**src/host_regs_map.svh**
```systemverilog
// Offsets, field positions, reset values and interrupt source bits of the host register bank.
// Included by the package and the register bank; holds definitions only.
`ifndef HOST_REGS_MAP_SVH
`define HOST_REGS_MAP_SVH

`define IRQ_MASK_OFFSET 8'h5C
`define BYTE_ORDER_OFFSET 8'h64
`define FIFO_LEVEL_OFFSET 8'h68
`define RX_CONFIG_OFFSET 8'h6C
`define POWER_STATE_OFFSET 8'h78

`define BYTE_ORDER_VALUE 32'h87654321
`define IRQ_MASK_WRITABLE 32'h83BFE7DF
`define IRQ_MASK_RESET 32'h00000000
`define SPACE_LEVEL_RESET 8'h48
`define TX_STATUS_LEVEL_RESET 8'h00
`define RX_STATUS_LEVEL_RESET 8'h00

`define SPACE_LEVEL_MSB 31
`define SPACE_LEVEL_LSB 24
`define TX_STATUS_LEVEL_MSB 23
`define TX_STATUS_LEVEL_LSB 16
`define RX_STATUS_LEVEL_MSB 7
`define RX_STATUS_LEVEL_LSB 0

`define END_ALIGN_MSB 31
`define END_ALIGN_LSB 30
`define DMA_COUNT_MSB 27
`define DMA_COUNT_LSB 16
`define RX_FLUSH_BIT 15
`define DATA_OFFSET_MSB 12
`define DATA_OFFSET_LSB 8
`define DMA_DONE_SOURCE_BIT 20
`define SPACE_AVAIL_SOURCE_BIT 9
`define TX_STATUS_LEVEL_SOURCE_BIT 7
`define RX_STATUS_LEVEL_SOURCE_BIT 3

`endif

```
**src/host_regs_pkg.sv**
```systemverilog
// Types shared by the host register bank and its neighbours.
// Assumes the map header is on the include path.
`include "host_regs_map.svh"

package host_regs_pkg;

  typedef struct packed {
    logic psel;
    logic penable;
    logic pwrite;
    logic [7:0] paddr;
    logic [31:0] pwdata;
  } apb_request_type;

  typedef struct packed {
    logic [7:0] space_blocks;
    logic [7:0] tx_status_words;
    logic [7:0] rx_status_words;
  } fifo_levels_type;

  typedef struct packed {
    logic [1:0] end_align;
    logic [4:0] data_offset;
    logic flush_pulse;
  } rx_control_type;

  typedef enum logic [1:0] {
    align_4 = 2'h0,
    align_16 = 2'h1,
    align_32 = 2'h2,
    align_reserved = 2'h3
  } end_align_type;

  typedef enum logic [2:0] {
    apb_idle = 3'h1,
    apb_setup = 3'h2,
    apb_access = 3'h4
  } apb_state_type;

endpackage

```
**src/host_regs.sv**
```systemverilog
// Host register bank: interrupt mask, byte-order probe, FIFO thresholds and
// receive configuration, reached over APB. Assumes the status register, FIFOs
// and power controller sit outside on the same clock.
`timescale 1ns/1ps
`default_nettype none
`include "host_regs_map.svh"

module host_regs
  import host_regs_pkg::*;
  (
  input wire logic clk_sys,
  input wire logic reset_n,
  input wire logic psel,
  input wire logic penable,
  input wire logic pwrite,
  input wire logic [7:0] paddr,
  input wire logic [31:0] pwdata,
  output logic [31:0] prdata,
  output logic pready,
  output logic pslverr,
  input wire logic [31:0] interrupt_status_register,
  input wire host_regs_pkg::fifo_levels_type fifo_levels,
  input wire logic rx_word_read,
  input wire logic low_power,
  output logic irq,
  output logic wake_request,
  output logic transmit_space_available_irq,
  output logic transmit_status_level_irq,
  output logic receive_status_level_irq,
  output logic receive_dma_done,
  output logic rx_flush,
  output logic [1:0] end_align,
  output logic [4:0] receive_data_offset,
  output logic [1:0] pad_words
  );

  import host_regs_pkg::*;

  logic [31:0] interrupt_mask;
  logic [7:0] space_level;
  logic [7:0] tx_status_level;
  logic [7:0] rx_status_level;
  logic [1:0] align_field;
  logic [4:0] offset_field;
  logic [2:0] pad_count;

  wire logic [11:0] receive_dma_countdown;
  wire logic dma_done_pulse;
  wire logic access;
  wire logic write_access;
  wire logic hit_mask;
  wire logic hit_probe;
  wire logic hit_level;
  wire logic hit_rx;
  wire logic hit_power;
  wire logic unmapped;
  wire logic write_mask;
  wire logic write_level;
  wire logic write_rx;
  wire logic write_probe;
  wire logic [31:0] level_word;
  wire logic [31:0] rx_word;
  wire logic [31:0] power_word;
  wire logic [31:0] read_mux;
  wire logic [31:0] next_mask;
  wire logic [31:0] pending;
  wire logic space_above;
  wire logic tx_status_above;
  wire logic rx_status_above;
  wire logic [2:0] align_words;
  wire logic setup_phase;
  wire logic read_setup;
  wire logic [31:0] next_prdata;
  wire logic next_irq;
  wire logic next_flush;
  wire logic next_wake;

  // One-cycle access phase: setup then access with pready already high.
  assign access = psel && penable;
  assign write_access = access && pwrite;
  assign hit_mask = paddr == `IRQ_MASK_OFFSET;
  assign hit_probe = paddr == `BYTE_ORDER_OFFSET;
  assign hit_level = paddr == `FIFO_LEVEL_OFFSET;
  assign hit_rx = paddr == `RX_CONFIG_OFFSET;
  assign hit_power = paddr == `POWER_STATE_OFFSET;
  assign unmapped = !(hit_mask || hit_probe || hit_level || hit_rx || hit_power);
  assign write_mask = write_access && hit_mask;
  assign write_level = write_access && hit_level;
  assign write_rx = write_access && hit_rx;
  assign write_probe = write_access && hit_probe;
  assign setup_phase = psel && !penable;
  assign read_setup = setup_phase && !pwrite;
  assign next_prdata = read_setup ? read_mux : 32'h00000000;
  assign next_wake = write_probe && low_power;
  assign next_flush = write_rx && pwdata[`RX_FLUSH_BIT];

  assign next_mask = write_mask ? (pwdata & `IRQ_MASK_WRITABLE) : interrupt_mask;

  assign level_word = {space_level, tx_status_level, 8'h00, rx_status_level};
  assign rx_word = {align_field, 2'h0, receive_dma_countdown, 1'b0, 2'h0, offset_field, 8'h00};
  assign power_word = {31'h00000000, low_power};

  assign read_mux = hit_mask ? interrupt_mask :
                    hit_probe ? `BYTE_ORDER_VALUE :
                    hit_level ? level_word :
                    hit_rx ? rx_word :
                    hit_power ? power_word : 32'h00000000;

  assign pending = interrupt_status_register & interrupt_mask;
  assign next_irq = |pending;

  assign align_words = (align_field == 2'h1) ? 3'h3 :
                       (align_field == 2'h2) ? 3'h7 : 3'h0;

  // Zero wait states: pready rises in the cycle after setup.
  always_ff @(posedge clk_sys)
  begin
    if (!reset_n)
      pready <= 1'b0;
    else
      pready <= setup_phase;
  end

  // An unmapped address answers with an error beside pready.
  always_ff @(posedge clk_sys)
  begin
    if (!reset_n)
      pslverr <= 1'b0;
    else
      pslverr <= setup_phase && unmapped;
  end

  always_ff @(posedge clk_sys)
  begin
    if (!reset_n)
      prdata <= 32'h00000000;
    else
      prdata <= next_prdata;
  end

  always_ff @(posedge clk_sys)
  begin
    if (!reset_n)
      interrupt_mask <= `IRQ_MASK_RESET;
    else
      interrupt_mask <= next_mask;
  end

  always_ff @(posedge clk_sys)
  begin
    if (!reset_n)
    begin
      space_level <= `SPACE_LEVEL_RESET;
      tx_status_level <= `TX_STATUS_LEVEL_RESET;
      rx_status_level <= `RX_STATUS_LEVEL_RESET;
    end
    else if (write_level)
    begin
      space_level <= pwdata[`SPACE_LEVEL_MSB:`SPACE_LEVEL_LSB];
      tx_status_level <= pwdata[`TX_STATUS_LEVEL_MSB:`TX_STATUS_LEVEL_LSB];
      rx_status_level <= pwdata[`RX_STATUS_LEVEL_MSB:`RX_STATUS_LEVEL_LSB];
    end
  end

  always_ff @(posedge clk_sys)
  begin
    if (!reset_n)
    begin
      align_field <= 2'h0;
      offset_field <= 5'h00;
    end
    else if (write_rx)
    begin
      align_field <= pwdata[`END_ALIGN_MSB:`END_ALIGN_LSB];
      offset_field <= pwdata[`DATA_OFFSET_MSB:`DATA_OFFSET_LSB];
    end
  end

  always_ff @(posedge clk_sys)
  begin
    if (!reset_n)
      receive_data_offset <= 5'h00;
    else if (rx_word_read || rx_flush)
      receive_data_offset <= offset_field;
  end

  always_ff @(posedge clk_sys)
  begin
    if (!reset_n)
      end_align <= 2'h0;
    else
      end_align <= align_field;
  end

  always_ff @(posedge clk_sys)
  begin
    if (!reset_n)
      pad_count <= 3'h0;
    else
      pad_count <= align_words;
  end

  always_ff @(posedge clk_sys)
  begin
    if (!reset_n)
      pad_words <= 2'h0;
    else
      pad_words <= pad_count[2:1];
  end

  dma_countdown countdown
  (
    .clk_sys(clk_sys),
    .reset_n(reset_n),
    .load(write_rx),
    .load_value(pwdata[`DMA_COUNT_MSB:`DMA_COUNT_LSB]),
    .word_read(rx_word_read),
    .count(receive_dma_countdown),
    .done(dma_done_pulse)
  );

  level_compare #(.WIDTH(8)) space_cmp
  (
    .clk_sys(clk_sys),
    .reset_n(reset_n),
    .level(fifo_levels.space_blocks),
    .limit(space_level),
    .above(space_above)
  );

  level_compare #(.WIDTH(8)) tx_status_cmp
  (
    .clk_sys(clk_sys),
    .reset_n(reset_n),
    .level(fifo_levels.tx_status_words),
    .limit(tx_status_level),
    .above(tx_status_above)
  );

  level_compare #(.WIDTH(8)) rx_status_cmp
  (
    .clk_sys(clk_sys),
    .reset_n(reset_n),
    .level(fifo_levels.rx_status_words),
    .limit(rx_status_level),
    .above(rx_status_above)
  );

  always_ff @(posedge clk_sys)
  begin
    if (!reset_n)
      irq <= 1'b0;
    else
      irq <= next_irq;
  end

  always_ff @(posedge clk_sys)
  begin
    if (!reset_n)
      rx_flush <= 1'b0;
    else
      rx_flush <= next_flush;
  end

  always_ff @(posedge clk_sys)
  begin
    if (!reset_n)
      wake_request <= 1'b0;
    else
      wake_request <= next_wake;
  end

  always_ff @(posedge clk_sys)
  begin
    if (!reset_n)
      receive_dma_done <= 1'b0;
    else
      receive_dma_done <= dma_done_pulse;
  end

  always_ff @(posedge clk_sys)
  begin
    if (!reset_n)
      transmit_space_available_irq <= 1'b0;
    else
      transmit_space_available_irq <= space_above;
  end

  always_ff @(posedge clk_sys)
  begin
    if (!reset_n)
      transmit_status_level_irq <= 1'b0;
    else
      transmit_status_level_irq <= tx_status_above;
  end

  always_ff @(posedge clk_sys)
  begin
    if (!reset_n)
      receive_status_level_irq <= 1'b0;
    else
      receive_status_level_irq <= rx_status_above;
  end

endmodule

`default_nettype wire

```
**src/level_compare.sv**
```systemverilog
// Threshold comparator: raises its flag when a level exceeds a limit.
// Assumes level and limit are same-clock register values.
`timescale 1ns/1ps
`default_nettype none

module level_compare
  #(parameter int WIDTH = 8)
  (
  input wire logic clk_sys,
  input wire logic reset_n,
  input wire logic [WIDTH-1:0] level,
  input wire logic [WIDTH-1:0] limit,
  output logic above
  );

  always_ff @(posedge clk_sys)
  begin
    if (!reset_n)
      above <= 1'b0;
    else
      above <= level > limit;
  end

endmodule

`default_nettype wire

```
**src/dma_countdown.sv**
```systemverilog
// Receive DMA word countdown with reload and done pulse.
// Assumes word reads are one-cycle same-clock strobes.
`timescale 1ns/1ps
`default_nettype none

module dma_countdown
  (
  input wire logic clk_sys,
  input wire logic reset_n,
  input wire logic load,
  input wire logic [11:0] load_value,
  input wire logic word_read,
  output logic [11:0] count,
  output logic done
  );

  wire logic last_word;
  wire logic [11:0] next_count;

  assign last_word = word_read && (count == 12'h001) && !load;
  assign next_count = load ? load_value : (word_read && count != 12'h000) ? count - 12'h001 : count;

  always_ff @(posedge clk_sys)
  begin
    if (!reset_n)
    begin
      count <= 12'h000;
      done <= 1'b0;
    end
    else
    begin
      count <= next_count;
      done <= last_word;
    end
  end

endmodule

`default_nettype wire

```
**config.mk**
```make
export PLATFORM = sky130hd
export DESIGN_NAME = host_regs
export DESIGN_NICKNAME = d
export VERILOG_FILES = /design/src/host_regs_pkg.sv /design/src/host_regs.sv /design/src/level_compare.sv /design/src/dma_countdown.sv
export VERILOG_INCLUDE_DIRS = /design/src
export SDC_FILE = /design/constraint.sdc
export NUM_CORES = 1
export LEC_CHECK = 0
export BUFFER_PORTS_ARGS = -buffer_cell sky130_fd_sc_hd__buf_2
export CAP_MARGIN = 10
export CORE_ASPECT_RATIO = 1.1
export CORE_MARGIN = 3
export CORE_UTILIZATION = 52
export DETAILED_ROUTE_END_ITERATION = 16
export HOLD_SLACK_MARGIN = 0.15
export PLACE_DENSITY = 0.8
export SYNTH_ARGS = -nofsm -noshare
export SYNTH_HDL_FRONTEND = slang
export SYNTH_HIERARCHICAL = 1
export SYNTH_SLANG_ARGS = --single-unit
export TNS_END_PERCENT = 20
```
**constraint.sdc**
```tcl
create_clock -name clk_sys -period 2.73 [get_ports clk_sys]
set_input_delay 0.273 -clock clk_sys [delete_from_list [all_inputs] [get_ports clk_sys]]
set_output_delay 0.273 -clock clk_sys [all_outputs]
set_load 0.02 [all_outputs]
```
==> metrics <==
status complete, no violations; setup violators final 0; Mapped Area ~5500 µm²; Nets slightly above 900; FFs w/ async S/R, synth 0; Worst slew margin 0.582; sinks on the clock net 122; Die X ~100 µm; Worst setup EP type flip-flop; Worst Hold Class primary input to flip-flop; critical path startpoint category flip-flop; first-pass GRT wire length around 26000 µm; vias in the first global route approximately 5400; Detailed Route WL between 15000 and 20000 µm; GRT overflow 0; Hold Vio Cnt, Final 0; Setup CP Type flip-flop to flip-flop; post-CTS setup buffers 0; diodes inserted 0; Total Power around 5.2 mW; CTS tree built; maxcap violations 0; Clock transition at path regs about 0.06 ns; Die Span Y 114 µm; CTS resizes 0; count leader, synth dfxtp_1; predominant post-synthesis flop cell dfxtp_1; Mapped Nets about 740; fin crit share 0.875; max-slew violations 0; largest net degree at the start of global routing 120; Die ar. around 12000 µm²; dominant cells by area after synthesis dfxtp_1 44%, ha_1 6.6%, nand3_1 5.3%; worst-path fanout max 3; Post-synth EDFFs 0; max frequency between 400 and 500 MHz; vias per cell around 5.8; count of different cell masters after synthesis slightly above 60; Final ANT Viol Nets 0; Leak ~3.1 nW; Synth Warn # 6; total iterations of the first detailed-routing run 5; Req. time, crit path approximately 3.1 ns; Clock Path Buffers 2; unrepaired setup endpoints after global routing no; DRC Markers 0; core footprint around 10000 µm²; Final min period approximately 2.4 ns; GRT Util Overall 0.280; Final HPWL DP ~11000 µm; wire per inst between 15 and 20 µm; Port Buf Inserts 143; I/O Pins 153; Final TNS setup 0 ns; area leader, netlist dfxtp_1; FILL cells between 700 and 800; Starting DRT DRC Count approximately 400; Seq cells post-synth 122; GP Congestion ~0.86; P per Cell Area 712 nW/µm²; VDD IR max around 450 µV; vias after detailed routing 5438; H-tree Lvls 4; Worst-Margin Slew about 0.63 ns; initial core utilization 0.546; initial antenna violation count 0; Syn-to-layout area delta 32.1%; share of cells above drive strength 1 0.264; Post-Synthesis Cells a little over 600; Skew-Pair Late Insertion Delay about 0.52 ns; Avg Synthesized Cell Area 9.03 µm²; Clock Skew 0.0102 ns; register area share after synthesis 0.444; CTS Buf Count 17; # rows 38; Arrival @ worst endpoint ~2.8 ns; pre-CTS setup slack between 0.4 and 0.5 ns; Final WS setup 0.340 ns; root buffer cell clkbuf_8; top post-synthesis cells by count 122 x dfxtp_1, 63 x nand2_1, 58 x nand3_1; Synth top area share 0.444
-- logic make-up (layout without fill, tap and decap cells) --
kind of cell               count (synthesis)  count (layout)  share of synthesized area
and+or+nand+nor                          205             205                      0.208
AOI/OAI and AO/OA                        170             170                      0.192
DFF                                      122             122                      0.444
buffers and inverters                     68             257                     0.0604
adders and majority gates                 29              29                     0.0659
muxes                                     15              15                     0.0286
xor gates and xnor gates                   1               1                    0.00159
-- area by class of cell --
type	instances	area [µm²]	share of cell area
Inverter	32	120	0.0165
Multi-Input combinational cell	420	2740	0.376
Timing Repair Buffer	194	1220	0.167
Clock inverter	12	150	0.0206
Clock buffer	19	432	0.0593
Sequential cell	122	2440	0.336
Tap cell	140	175	0.0241
-- where the power goes --
part / internal, mW / switching (mW)
sequential: 1.88 / 0.143
combinational: 0.439 / 0.524
clock: 1.40 / 0.790
total: 3.72 / 1.46
-- flip-flops by register name (all words and copies together), names as in the netlist, 5 cells and up --
signal and flops:
interrupt_mask 23, receive_data_offset 5, prdata 32, countdown/count 12, offset_field 5, space_level 8, rx_status_level 8, tx_status_level 8
-- worst paths after layout --
kind         slack [ns]                      endpoint  cells past startpoint              start
max                0.34                           irq                      6  interrupt_mask[9]
min                0.16                     prdata[5]                      4           paddr[3]
min reg2reg        0.43  transmit_space_available_irq                      1    space_cmp/above
max reg2reg        0.34                           irq                      6  interrupt_mask[9]
-- worst max-delay path, stage by stage, from the launching register on --
cell,delay (ns)
dfxtp_1,0.34
a22o_1,0.20
a221oi_1,0.21
dlygate4sd3_1,0.61
nand3_1,0.08
dlygate4sd3_1,0.58
o31a_1,0.25
-- layout by cell type, fill, tap and decap left out, drive strengths merged, types with 7 or more instances in the layout --
| master | netlist | routed |
|---|---|---|
| mux2i | 9 | 9 |
| dfxtp | 122 | 122 |
| inv | 31 | 31 |
| nand2 | 63 | 63 |
| clkinv | 1 | 7 |
| a21oi | 24 | 24 |
| nand4 | 13 | 13 |
| clkbuf | 14 | 19 |
| nand3 | 59 | 59 |
| nor2b | 8 | 8 |
| a21boi | 7 | 7 |
| a31oi | 8 | 8 |
| a22oi | 10 | 10 |
| dlygate4sd3 | 0 | 42 |
| nor2 | 11 | 11 |
| buf | 22 | 152 |
| o21ai | 88 | 88 |
| and2 | 12 | 12 |
| or4 | 8 | 8 |
| and3 | 9 | 9 |
| a22o | 7 | 7 |
| ha | 29 | 29 |
-- what timing repair did --
item	in CTS	in global routing
endpoints found under the setup margin	0	0
endpoints found under the hold margin	69	0
hold buffers	42	0
-- per-layer routing --
metal  global-route usage  wire (µm)  share of wire  up-vias
li1                     -          -              -     2551
met1                0.324       6670           0.41     2590
met2                0.481       8070           0.49      252
met3               0.0707       1110          0.068       45
met4                0.148        552          0.034        0
met5                    0          0              0        -
-- through the flow --
step,hold WS (ns),cells,cell area (µm²),utilization
2_1_floorplan,0.398,610,5510,-
3_3_place_gp,0.415,866,6270,0.622
3_5_place_dp,0.423,866,6270,0.622
4_1_cts,0.152,939,7280,0.722
5_1_grt,0.185,939,7280,0.722
6_report,0.161,939,7280,0.722
Power figures use the tool's default switching activity.
